===== config.mk =====
export PLATFORM = sky130hd
export DESIGN_NAME = csgs_top
export DESIGN_NICKNAME = d
export VERILOG_FILES = /design/src/csgs_pkg.sv /design/src/csgs_stream_if.sv /design/src/csgs_gamut_cfg.sv /design/src/csgs_skid_buf.sv /design/src/csgs_top.sv
export VERILOG_INCLUDE_DIRS = /design/src
export SDC_FILE = /design/constraint.sdc
export NUM_CORES = 2
export LEC_CHECK = 0
export CAP_MARGIN = 10
export CELL_PAD_IN_SITES_DETAIL_PLACEMENT = 1
export CELL_PAD_IN_SITES_GLOBAL_PLACEMENT = 2
export CORE_UTILIZATION = 44
export CTS_BUF_LIST = sky130_fd_sc_hd__clkbuf_4 sky130_fd_sc_hd__clkbuf_8 sky130_fd_sc_hd__clkbuf_16
export DETAILED_ROUTE_END_ITERATION = 8
export DONT_BUFFER_PORTS = 1
export GPL_TIMING_DRIVEN = 0
export PLACE_DENSITY = 0.81
export SLEW_MARGIN = 20
export SYNTH_ARGS = -nofsm -noshare
export SYNTH_HDL_FRONTEND = slang
export SYNTH_SLANG_ARGS = --single-unit
export TNS_END_PERCENT = 5

===== constraint.sdc =====
create_clock -name pclk -period 15.2 [get_ports pclk]
set_input_delay 2.28 -clock pclk [delete_from_list [all_inputs] [get_ports pclk]]
set_output_delay 2.28 -clock pclk [all_outputs]
set_load 0.02 [all_outputs]

===== src/csgs_regs.svh =====
// register map, field positions and reset values of the colour-state block
// assumes 32-bit apb words, one register per aligned word
`ifndef CSGS_REGS_SVH
`define CSGS_REGS_SVH

`define CSGS_A_CTRL 12'h000
`define CSGS_A_COEF01 12'h004
`define CSGS_A_COEF23 12'h008
`define CSGS_A_COEF45 12'h00C
`define CSGS_A_COEF67 12'h010
`define CSGS_A_COEF8 12'h014
`define CSGS_A_OFS1 12'h018
`define CSGS_A_OFS2 12'h01C
`define CSGS_A_OFS3 12'h020
`define CSGS_A_ALPHA 12'h024
`define CSGS_A_GAMUT 12'h028
`define CSGS_A_STATUS 12'h02C

`define CSGS_B_XFORM_EN 0
`define CSGS_B_OUT_OFS 1
`define CSGS_B_IN_OFS 2
`define CSGS_B_GC_EN 3
`define CSGS_B_ALPHA_SEL 16
`define CSGS_B_XV_EN 31
`define CSGS_B_F444_444 30
`define CSGS_B_F422_444 29
`define CSGS_B_F444_422 28
`define CSGS_B_SAT_OVR 4

`define CSGS_CTRL_RST 32'h0000_0000
`define CSGS_COEF01_RST 32'h0000_2000
`define CSGS_COEF23_RST 32'h0000_0000
`define CSGS_COEF45_RST 32'h0000_0400
`define CSGS_COEF67_RST 32'h0000_0000
`define CSGS_COEF8_RST 32'h0000_04B4
`define CSGS_GAMUT_RST 32'h8A80_0000
`define CSGS_UNITY 13'h0400
`define CSGS_MODE_AVG 2'h2

`endif


===== src/csgs_pkg.sv =====
// types shared by the colour-state block
package csgs_pkg;
  typedef logic signed [12:0] csgs_coef_t;
  typedef logic signed [9:0] csgs_ofs_t;
  typedef enum logic [1:0] {
    CSGS_FMIN = 2'h0,
    CSGS_FMAX = 2'h1,
    CSGS_FAVG = 2'h2,
    CSGS_FRSV = 2'h3
  } csgs_fmode_t;
  typedef struct packed {
    logic [9:0] ch0;
    logic [9:0] ch1;
    logic [9:0] ch2;
    logic [15:0] alpha;
    logic is422;
  } csgs_pix_t;
endpackage : csgs_pkg


===== src/csgs_stream_if.sv =====
// valid/ready pixel channel between the block's modules
`timescale 1ns/100ps
interface csgs_stream_if;
  logic valid;
  logic ready;
  csgs_pkg::csgs_pix_t data;
  modport src (output valid, output data, input ready);
  modport snk (input valid, input data, output ready);
endinterface : csgs_stream_if


===== src/csgs_gamut_cfg.sv =====
// decodes gamut-compression word into effective modes
// assumes the word is a stable register; output is combinational
`timescale 1ns/100ps
`include "csgs_regs.svh"
module csgs_gamut_cfg (
  // configuration
  input wire logic [31:0] gamut_word,
  input wire logic gc_enable,
  input wire logic in_is422,
  // decoded
  output logic xv_active,
  output logic f444_444,
  output logic f422_444,
  output logic f444_422,
  output logic modes_valid,
  output csgs_pkg::csgs_fmode_t dev_mode,
  output csgs_pkg::csgs_fmode_t dark_mode,
  output csgs_pkg::csgs_fmode_t scale_mode
);
  function automatic csgs_pkg::csgs_fmode_t fmode(input logic [1:0] v);
    // reserved code falls back to average
    fmode = (v == 2'h3) ? csgs_pkg::CSGS_FAVG : csgs_pkg::csgs_fmode_t'(v);
  endfunction : fmode

  always_comb begin
    xv_active = gc_enable && gamut_word[`CSGS_B_XV_EN];
    f444_444 = gamut_word[`CSGS_B_F444_444];
    f422_444 = gamut_word[`CSGS_B_F422_444];
    f444_422 = gamut_word[`CSGS_B_F444_422];
    modes_valid = (in_is422 && !f444_422) || (!in_is422 && f422_444);
    dev_mode = modes_valid ? fmode(gamut_word[27:26])
                           : csgs_pkg::CSGS_FAVG;
    dark_mode = modes_valid ? fmode(gamut_word[25:24])
                            : csgs_pkg::CSGS_FAVG;
    scale_mode = modes_valid ? fmode(gamut_word[23:22])
                             : csgs_pkg::CSGS_FAVG;
  end
endmodule : csgs_gamut_cfg


===== src/csgs_skid_buf.sv =====
// two-entry buffer on the pixel path
// assumes one clock, async active-low reset
`timescale 1ns/100ps
module csgs_skid_buf (
  // clock and reset
  input wire logic pclk,
  input wire logic presetn,
  // channels
  csgs_stream_if.snk up,
  csgs_stream_if.src dn
);
  csgs_pkg::csgs_pix_t mem_r [2];
  csgs_pkg::csgs_pix_t mem_nxt [2];
  logic [1:0] cnt_r, cnt_nxt;
  logic wr_ptr_r, wr_ptr_nxt, rd_ptr_r, rd_ptr_nxt;
  logic push, pop;

  assign up.ready = (cnt_r != 2'h2);
  assign dn.valid = (cnt_r != 2'h0);
  assign dn.data = mem_r[rd_ptr_r];

  always_comb begin
    push = up.valid && up.ready;
    pop = dn.valid && dn.ready;
    mem_nxt = mem_r;
    if (push) begin
      mem_nxt[wr_ptr_r] = up.data;
    end
    wr_ptr_nxt = wr_ptr_r ^ push;
    rd_ptr_nxt = rd_ptr_r ^ pop;
    cnt_nxt = cnt_r + {1'b0, push} - {1'b0, pop};
  end

  always_ff @(posedge pclk or negedge presetn) begin
    if (!presetn) begin
      cnt_r <= 2'h0;
      wr_ptr_r <= 1'b0;
      rd_ptr_r <= 1'b0;
      mem_r[0] <= '0;
      mem_r[1] <= '0;
    end else begin
      cnt_r <= cnt_nxt;
      wr_ptr_r <= wr_ptr_nxt;
      rd_ptr_r <= rd_ptr_nxt;
      mem_r <= mem_nxt;
    end
  end

  never_over_a: assert property (@(posedge pclk) disable iff (!presetn)
    cnt_r <= 2'h2) else $error("buffer count above two");
  full_stall_a: assert property (@(posedge pclk) disable iff (!presetn)
    (cnt_r == 2'h2 && !dn.ready) |=> !up.ready)
    else $error("full buffer accepted a word");
  full_cov: cover property (@(posedge pclk) disable iff (!presetn)
    cnt_r == 2'h2);
endmodule : csgs_skid_buf


===== src/csgs_top.sv =====
// colour-space conversion and gamut state block with apb registers
// assumes pixel inputs synchronous to pclk; apb slave, zero wait states
// Overview of operation
// - input offsets applied only when enabled
// - output offsets added only when enabled
// - coefficients signed S2.10, 1024 is unity
// - per-channel 10-bit signed input/output offsets
// - alpha from message or stored alpha field
// - bit 31 enables extended gamut decode/encode
// - that enable needs gamut compression on
// - deviation factor mode, 11b reserved
// - dark factor mode, 11b reserved
// - scale factor mode, 11b reserved
//
// The APB slave port and the register offsets are this design's own decisions.
`timescale 1ns/100ps
`include "csgs_regs.svh"
module csgs_top (
  // clock and reset
  input wire logic pclk,
  input wire logic presetn,
  // apb slave
  input wire logic psel,
  input wire logic penable,
  input wire logic pwrite,
  input wire logic [11:0] paddr,
  input wire logic [31:0] pwdata,
  output logic [31:0] prdata,
  output logic pready,
  output logic pslverr,
  // pixel input
  input wire logic in_valid,
  output logic in_ready,
  input wire logic [9:0] in_ch0,
  input wire logic [9:0] in_ch1,
  input wire logic [9:0] in_ch2,
  input wire logic [15:0] in_alpha,
  input wire logic in_is422,
  // pixel output
  output logic out_valid,
  input wire logic out_ready,
  output logic [9:0] out_ch0,
  output logic [9:0] out_ch1,
  output logic [9:0] out_ch2,
  output logic [15:0] out_alpha,
  // decoded gamut state
  output logic xv_active,
  output logic f444_444,
  output logic f422_444,
  output logic f444_422,
  output logic gamut_modes_valid,
  output logic [1:0] dev_mode,
  output logic [1:0] dark_mode,
  output logic [1:0] scale_mode
);
  logic [31:0] ctrl_r, ctrl_nxt;
  logic [31:0] coef_r [5];
  logic [31:0] coef_nxt [5];
  logic [31:0] ofs_r [3];
  logic [31:0] ofs_nxt [3];
  logic [31:0] alpha_r, alpha_nxt, gamut_r, gamut_nxt;
  logic [31:0] pix_cnt_r, pix_cnt_nxt;
  logic [31:0] rdata;
  logic wr_en, rd_hit;
  logic [9:0] r0, r1, r2;
  logic [15:0] ra;
  csgs_pkg::csgs_fmode_t dm, km, sm;

  csgs_stream_if stage ();
  csgs_stream_if outs ();

  function automatic logic [9:0] clamp10(input logic signed [27:0] v);
    if (v < 0) clamp10 = 10'h000;
    else if (v > 28'sh0_0003FF) clamp10 = 10'h3FF;
    else clamp10 = v[9:0];
  endfunction : clamp10

  // headroom bit: a full-scale sample plus a positive offset exceeds 1023
  function automatic logic signed [11:0] in_adj(input logic [9:0] s,
                                                input logic [31:0] o,
                                                input logic en);
    in_adj = en ? $signed({2'b00, s}) + $signed({{2{o[9]}}, o[9:0]})
                : $signed({2'b00, s});
  endfunction : in_adj

  function automatic logic signed [27:0] dot3(input logic signed [11:0] a,
    input logic signed [11:0] b, input logic signed [11:0] c,
    input logic [12:0] k0, input logic [12:0] k1, input logic [12:0] k2);
    logic signed [27:0] s;
    // operands widened first, else each product is cut to 13 bits
    s = 28'(a) * 28'($signed(k0)) + 28'(b) * 28'($signed(k1))
      + 28'(c) * 28'($signed(k2));
    dot3 = s >>> 10;
  endfunction : dot3

  // apb: zero wait states, all addresses answered
  assign pready = 1'b1;
  assign pslverr = 1'b0;
  assign wr_en = psel && penable && pwrite;

  always_comb begin
    rd_hit = 1'b1;
    case (paddr)
      `CSGS_A_CTRL: rdata = ctrl_r;
      `CSGS_A_COEF01: rdata = coef_r[0];
      `CSGS_A_COEF23: rdata = coef_r[1];
      `CSGS_A_COEF45: rdata = coef_r[2];
      `CSGS_A_COEF67: rdata = coef_r[3];
      `CSGS_A_COEF8: rdata = coef_r[4];
      `CSGS_A_OFS1: rdata = ofs_r[0];
      `CSGS_A_OFS2: rdata = ofs_r[1];
      `CSGS_A_OFS3: rdata = ofs_r[2];
      `CSGS_A_ALPHA: rdata = alpha_r;
      `CSGS_A_GAMUT: rdata = gamut_r;
      `CSGS_A_STATUS: rdata = pix_cnt_r;
      default: begin
        rd_hit = 1'b0;
        rdata = 32'h0000_0000;
      end
    endcase
    prdata = rd_hit ? rdata : 32'h0000_0000;
  end

  always_comb begin
    ctrl_nxt = ctrl_r;
    coef_nxt = coef_r;
    ofs_nxt = ofs_r;
    alpha_nxt = alpha_r;
    gamut_nxt = gamut_r;
    if (wr_en) begin
      // reserved bits are not stored and read back zero
      case (paddr)
        `CSGS_A_CTRL: ctrl_nxt = pwdata & 32'h0000_000F;
        `CSGS_A_COEF01: coef_nxt[0] = pwdata & 32'h1FFF_FFF8;
        `CSGS_A_COEF23: coef_nxt[1] = pwdata & 32'h03FF_FFFF;
        `CSGS_A_COEF45: coef_nxt[2] = pwdata & 32'h03FF_FFFF;
        `CSGS_A_COEF67: coef_nxt[3] = pwdata & 32'h03FF_FFFF;
        `CSGS_A_COEF8: coef_nxt[4] = pwdata & 32'h0000_1FFF;
        `CSGS_A_OFS1: ofs_nxt[0] = pwdata & 32'h000F_FFFF;
        `CSGS_A_OFS2: ofs_nxt[1] = pwdata & 32'h000F_FFFF;
        `CSGS_A_OFS3: ofs_nxt[2] = pwdata & 32'h000F_FFFF;
        `CSGS_A_ALPHA: alpha_nxt = pwdata & 32'h0001_FFFF;
        // override bit kept as written; software must write zero
        `CSGS_A_GAMUT: gamut_nxt = pwdata & 32'hFFC0_0010;
        default: ctrl_nxt = ctrl_r;
      endcase
    end
  end

  always_ff @(posedge pclk or negedge presetn) begin
    if (!presetn) begin
      ctrl_r <= `CSGS_CTRL_RST;
      coef_r[0] <= `CSGS_COEF01_RST;
      coef_r[1] <= `CSGS_COEF23_RST;
      coef_r[2] <= `CSGS_COEF45_RST;
      coef_r[3] <= `CSGS_COEF67_RST;
      coef_r[4] <= `CSGS_COEF8_RST;
      ofs_r[0] <= 32'h0000_0000;
      ofs_r[1] <= 32'h0000_0000;
      ofs_r[2] <= 32'h0000_0000;
      alpha_r <= 32'h0000_0000;
      gamut_r <= `CSGS_GAMUT_RST;
    end else begin
      ctrl_r <= ctrl_nxt;
      coef_r <= coef_nxt;
      ofs_r <= ofs_nxt;
      alpha_r <= alpha_nxt;
      gamut_r <= gamut_nxt;
    end
  end

  // conversion arithmetic, one registered stage into the buffer
  always_comb begin
    logic signed [11:0] a0, a1, a2;
    logic ien;
    ien = ctrl_r[`CSGS_B_IN_OFS];
    a0 = in_adj(in_ch0, ofs_r[0], ien);
    a1 = in_adj(in_ch1, ofs_r[1], ien);
    a2 = in_adj(in_ch2, ofs_r[2], ien);
    if (ctrl_r[`CSGS_B_XFORM_EN]) begin
      r0 = clamp10(dot3(a0, a1, a2, coef_r[0][15:3], coef_r[0][28:16],
                        coef_r[1][12:0])
        + (ctrl_r[`CSGS_B_OUT_OFS] ? 28'(signed'(ofs_r[0][19:10])) : 28'sd0));
      r1 = clamp10(dot3(a0, a1, a2, coef_r[1][25:13], coef_r[2][12:0],
                        coef_r[2][25:13])
        + (ctrl_r[`CSGS_B_OUT_OFS] ? 28'(signed'(ofs_r[1][19:10])) : 28'sd0));
      r2 = clamp10(dot3(a0, a1, a2, coef_r[3][12:0], coef_r[3][25:13],
                        coef_r[4][12:0])
        + (ctrl_r[`CSGS_B_OUT_OFS] ? 28'(signed'(ofs_r[2][19:10])) : 28'sd0));
    end else begin
      r0 = in_ch0;
      r1 = in_ch1;
      r2 = in_ch2;
    end
    ra = alpha_r[`CSGS_B_ALPHA_SEL] ? alpha_r[15:0] : in_alpha;
  end

  logic st_valid_r, st_valid_nxt;
  csgs_pkg::csgs_pix_t st_data_r, st_data_nxt;
  assign in_ready = !st_valid_r || stage.ready;
  assign stage.valid = st_valid_r;
  assign stage.data = st_data_r;

  always_comb begin
    st_valid_nxt = st_valid_r;
    st_data_nxt = st_data_r;
    pix_cnt_nxt = pix_cnt_r;
    if (in_ready) begin
      st_valid_nxt = in_valid;
      if (in_valid) begin
        st_data_nxt = '{ch0: r0, ch1: r1, ch2: r2, alpha: ra,
                        is422: in_is422};
        pix_cnt_nxt = pix_cnt_r + 32'h0000_0001;
      end
    end
  end

  always_ff @(posedge pclk or negedge presetn) begin
    if (!presetn) begin
      st_valid_r <= 1'b0;
      st_data_r <= '0;
      pix_cnt_r <= 32'h0000_0000;
    end else begin
      st_valid_r <= st_valid_nxt;
      st_data_r <= st_data_nxt;
      pix_cnt_r <= pix_cnt_nxt;
    end
  end

  csgs_skid_buf u_buf (
    .pclk(pclk),
    .presetn(presetn),
    .up(stage.snk),
    .dn(outs.src)
  );

  assign out_valid = outs.valid;
  assign outs.ready = out_ready;
  assign out_ch0 = outs.data.ch0;
  assign out_ch1 = outs.data.ch1;
  assign out_ch2 = outs.data.ch2;
  assign out_alpha = outs.data.alpha;

  csgs_gamut_cfg u_gamut (
    .gamut_word(gamut_r),
    .gc_enable(ctrl_r[`CSGS_B_GC_EN]),
    .in_is422(in_is422),
    .xv_active(xv_active),
    .f444_444(f444_444),
    .f422_444(f422_444),
    .f444_422(f444_422),
    .modes_valid(gamut_modes_valid),
    .dev_mode(dm),
    .dark_mode(km),
    .scale_mode(sm)
  );
  assign dev_mode = dm;
  assign dark_mode = km;
  assign scale_mode = sm;

  // properties
  pass_through_a: assert property (@(posedge pclk) disable iff (!presetn)
    (in_valid && in_ready && !ctrl_r[`CSGS_B_XFORM_EN])
    |=> st_data_r.ch0 == $past(in_ch0))
    else $error("disabled transform altered sample");
  alpha_state_a: assert property (@(posedge pclk) disable iff (!presetn)
    (in_valid && in_ready && alpha_r[`CSGS_B_ALPHA_SEL])
    |=> st_data_r.alpha == $past(alpha_r[15:0]))
    else $error("alpha not taken from state");
  alpha_msg_a: assert property (@(posedge pclk) disable iff (!presetn)
    (in_valid && in_ready && !alpha_r[`CSGS_B_ALPHA_SEL])
    |=> st_data_r.alpha == $past(in_alpha))
    else $error("alpha not taken from message");
  unity_copy_a: assert property (@(posedge pclk) disable iff (!presetn)
    (in_valid && in_ready && ctrl_r[2:0] == 3'h1
     && coef_r[0][15:3] == `CSGS_UNITY && coef_r[0][28:16] == 13'h0000
     && coef_r[1][12:0] == 13'h0000)
    |=> st_data_r.ch0 == $past(in_ch0))
    else $error("unity coefficient not unity");
  xv_gate_a: assert property (@(posedge pclk) disable iff (!presetn)
    !ctrl_r[`CSGS_B_GC_EN] |-> !xv_active)
    else $error("extended gamut on without compression");
  xv_follow_a: assert property (@(posedge pclk) disable iff (!presetn)
    ctrl_r[`CSGS_B_GC_EN] |-> xv_active == gamut_r[`CSGS_B_XV_EN])
    else $error("extended gamut enable not followed");
  mode_rsv_a: assert property (@(posedge pclk) disable iff (!presetn)
    dev_mode != 2'h3 && dark_mode != 2'h3 && scale_mode != 2'h3)
    else $error("reserved factor mode leaked");
  mode_gate_a: assert property (@(posedge pclk) disable iff (!presetn)
    !gamut_modes_valid |-> dev_mode == `CSGS_MODE_AVG)
    else $error("factor mode used outside valid input");
  ofs_off_a: assert property (@(posedge pclk) disable iff (!presetn)
    (in_valid && in_ready && ctrl_r[2:0] == 3'h0) |=>
    st_data_r.ch1 == $past(in_ch1))
    else $error("offsets applied while disabled");
  stage_hold_a: assert property (@(posedge pclk) disable iff (!presetn)
    (stage.valid && !stage.ready) |=> stage.valid && $stable(st_data_r))
    else $error("stalled word changed");
  xform_cov: cover property (@(posedge pclk) disable iff (!presetn)
    in_valid && in_ready && ctrl_r[`CSGS_B_XFORM_EN]);
  stall_cov: cover property (@(posedge pclk) disable iff (!presetn)
    out_valid && !out_ready ##1 out_valid && out_ready);
  wr_cov: cover property (@(posedge pclk) disable iff (!presetn)
    wr_en && paddr == `CSGS_A_GAMUT);
endmodule : csgs_top


==> run summary <==
The number of setup violations in the final report came out at 0. The fraction of post-synthesis cell area in the top cell type by area is 0.4395. The async set-reset flop share out of synthesis is 1.000. Of all nets on the critical path, the largest fanout is 10. The synthesized netlist occupies a cell area of 0.07493 mm².

The floorplan row count is 151. The pin count of the biggest net entering global routing came out at 385. The category of the worst setup path launch point is an input pin. Setup repair after global routing left no endpoint under its margin. In this run the critical register-to-register path is captured at st_data_r[33]. The number of nets handed over by synthesis was 9846. The starting density of the core came out at 0.4426.

The total leakage power came out at 0.03944 µW. Sorting the synthesized cells by how often they occur yields 1810 x inv_1, 1645 x fa_1, 949 x nand2_1. By area the synthesized netlist is led by fa_1 44%, dfrtp_1 12%, inv_1 9.1%.

For this run, the total global-route usage over all layers was measured as 0.3626. For this run, the leading register cell type out of synthesis is dfrtp_1. Summed over all layers, the global routing overflow is 0. In this run the most critical hold path is launched from u_buf.mem_r[38]. The part of the cycle the worst path needs is 0.9757.

The worst hold slack is 0.5036 ns. The starting DRC count in detailed routing is 5343. The max-slew violation count is 0. After detailed placement, the total cell area comes to 0.07829 mm². The cell type contributing the most total cell area after synthesis is fa_1. The routed design has 306.6 mm of wire. The flip-flop and latch count after synthesis is 384. Compared with the post-synthesis result, the final layout area differs by 6.759%. The largest clock skew in the final design came out at 0.01199 ns. After the flow finishes, the layout carries non-filler instances totaling 9986. The startpoint identified for the worst register-to-register timing path is ctrl_r[2]. The congestion estimate from routability-driven global placement came to 0.9909. In the final design database the tool counted 9906 nets.

The number of max-cap violations is 0. The clock transition at the register clock pins on the worst setup and hold paths after CTS came out at 0.06 ns. The type of the worst setup path is input pin to register. The y dimension of the die is 414.7 µm.

The worst-case IR drop observed on VDD is 0.2571 mV. For the final routed database, the setup TNS stands at 0 ns. By instance count, the leading cell after synthesis is inv_1. In this run the worst setup path begins at in_ch0[0]. The number of hold buffers added after cts is 0. The number of port buffers came out at 0. The maximum count of clock buffers along a single path is 3. The standard cell core area came out at 0.1693 mm². The tightest min-delay check is of the register to register type. The required time of the worst setup path is 15.63 ns. From left edge to right edge, the die measures 414.7 µm. The post-detailed-route count of antenna-violating nets is 0. The minimum setup slack among reg-to-reg paths is 1.17 ns. The pre-antenna-repair detailed-routing pass consisted of 9 iterations.

STA classifies the critical path endpoint as a register. In this run, synthesis inferred 0 flip-flops with an integrated enable. The delay contributed by the slowest stage of the critical path is 0.75 ns. In the routed layout, each cell is associated on average with a via count of 5.660.

Data arrives at the worst endpoint at 15.26 ns. The fraction of layout instances using a drive strength above 1 came out at 0.07988. The smallest setup slack after layout came out at 0.3697 ns.

The cell that appears most often on the critical path is fa_1. At the placement stage, the worst setup path has a slack of -1.543 ns. The filler cells instantiated in the layout total 19130. The worst path in the final design needs a cycle of 14.83 ns, including I/O delays and setup. The actual slew at the worst max-slew pin is 1.272 ns. The I/O pin count came out at 191. The sequential cell area fraction in the yosys report is 0.1284. After technology mapping, the gate count stands at 7648.

The number of instances in the placed design came out at 9884. Measured in cells, the most critical reg-to-reg path has a length of 39. The TritonCTS sink count came out at 384. The via count of the routed design came out at 56517. The root buffer cell chosen for the clock tree is clkbuf_16.

In the routed design, unresolved DRC markers number 0. The number of global-route vias before repair is 61136. For this design the ratio of total power to cell area is 63.04 mW/mm². The number of distinct standard cells referenced by the synthesized netlist came out at 84.

The number of synthesis warnings came out at 0. The endpoint of the worst hold-timing path is u_buf.mem_r[38]. The run finished with clean final reports. The final design instance area without fill came out at 0.08000 mm².

CTS built an H-tree with a depth of 2. The full die area came out at 0.1720 mm². The worst slew margin relative to its limit is 0.1517. The worst-path cell with the longest stage delay is o221ai_1.

The number of buffers created by CTS is 41. The worst hold path depth came out at 1. The placed wire-length estimate after detailed placement came out at 263.7 mm. The mean routed wirelength per cell came out at 30.71 µm.

The first global-routing pass estimated 442.8 mm of wire. TritonCTS built the clock tree. A synthesized cell averages 9.797 µm².

The fmax came out at 67.43 MHz. The initial antenna violation count came out at 57. The final-report hold violation count was 0.

The clock network latency to the later pin of the worst-skew pair is 0.56 ns.
[where the power goes]
part | switching [µW] | internal (µW) | leakage [µW] | total [µW]
combinational | 1620 | 1050 | 0.0338 | 2670
sequential | 120 | 1200 | 0.00494 | 1320
clock | 447 | 608 | 0.000693 | 1060
[how the worst max path moves through the flow]
stage / end / slack [ns] / cells after the start
2_1_floorplan: st_data_r[37] / 2.09 / 45
4_1_cts: st_data_r[36] / 0.008 / 47
6_report: st_data_r[33] / 0.37 / 41
3_3_place_gp: st_data_r[25] / -3.12 / 43
3_5_place_dp: st_data_r[36] / -1.54 / 47
5_1_grt: st_data_r[33] / 0.002 / 41
[per-layer routing]
metal,vias to the layer above,GRT usage,wire length (µm)
met2,2451,0.5555,136600
met4,24,0.1856,19350
met1,30355,0.4804,121600
met3,553,0.08604,28900
li1,23134,-,-
met5,-,0,151
[logic make-up after synthesis]
family | Yosys count | share of synthesized area
multiplexers | 386 | 0.05761
other | 2 | 0.0001002
flip-flops | 384 | 0.1284
AND/OR/NAND/NOR | 1914 | 0.1215
XOR/XNOR | 169 | 0.01975
buffers and inverters | 2186 | 0.1102
AO/OA/AOI/OAI | 507 | 0.04692
adder cells (fa/ha/maj) | 2100 | 0.5155
[area by class of cell]
class | instances | area [µm²] | area share
Buffer | 371 | 1553 | 0.01941
Multi-Input combinational cell | 5078 | 57330 | 0.7167
Antenna cell | 31 | 77.57 | 0.0009697
Tap cell | 2218 | 2775 | 0.03469
Sequential cell | 384 | 9623 | 0.1203
Inverter | 1812 | 6804 | 0.08506
Clock inverter | 13 | 172.7 | 0.002158
Clock buffer | 59 | 1211 | 0.01514
Timing Repair Buffer | 20 | 445.4 | 0.005568
[worst max-delay path: cells and delay by family]
family | cells | cell delay [ns]
simple gates | 7 | 1.57
fa+ha+maj | 12 | 5.17
mux | 1 | 0.61
buf+inv | 5 | 0.91
compound gates | 14 | 4.42
xor+xnor | 2 | 0.24
[metrics by stage]
stage	util	power, µW
2_1_floorplan	-	3246
3_3_place_gp	0.4590	3874
3_5_place_dp	0.4625	3971
4_1_cts	0.4711	5041
5_1_grt	0.4721	5358
6_report	0.4726	5043
[layout by cell type, fill, tap and decap left out, types with 39 or more instances in the layout]
master and n:
nand3_1 89, nand2b_1 91, clkbuf_1 286, nor2_1 180, a21oi_1 103, mux2_2 362, dfrtp_1 373, and2_1 384
xnor2_1 123, a21o_1 39, a22oi_1 44, nand2_1 949, ha_1 455, nand4_1 43, inv_1 1810, o21ai_0 78
a222oi_1 47, clkbuf_2 60, fa_1 1645, clkbuf_16 41
[registers in the layout, summed over array words and instances, names as in the netlist]
register        cells
ctrl_r              4
st_valid_r          1
coef_r            117
ofs_r              60
u_buf.wr_ptr_r      1
gamut_r            11
u_buf.cnt_r         2
st_data_r          46
alpha_r            17
u_buf.rd_ptr_r      1
u_buf.mem_r        92
pix_cnt_r          32
[repair_timing]
item / 4_1_cts / 5_1_grt
resized for setup: 15 / 53
pin swaps: 1 / 1
endpoints found under the setup margin: 30 / 30
setup buffers: 2 / 0
Power figures use the tool's default switching activity.
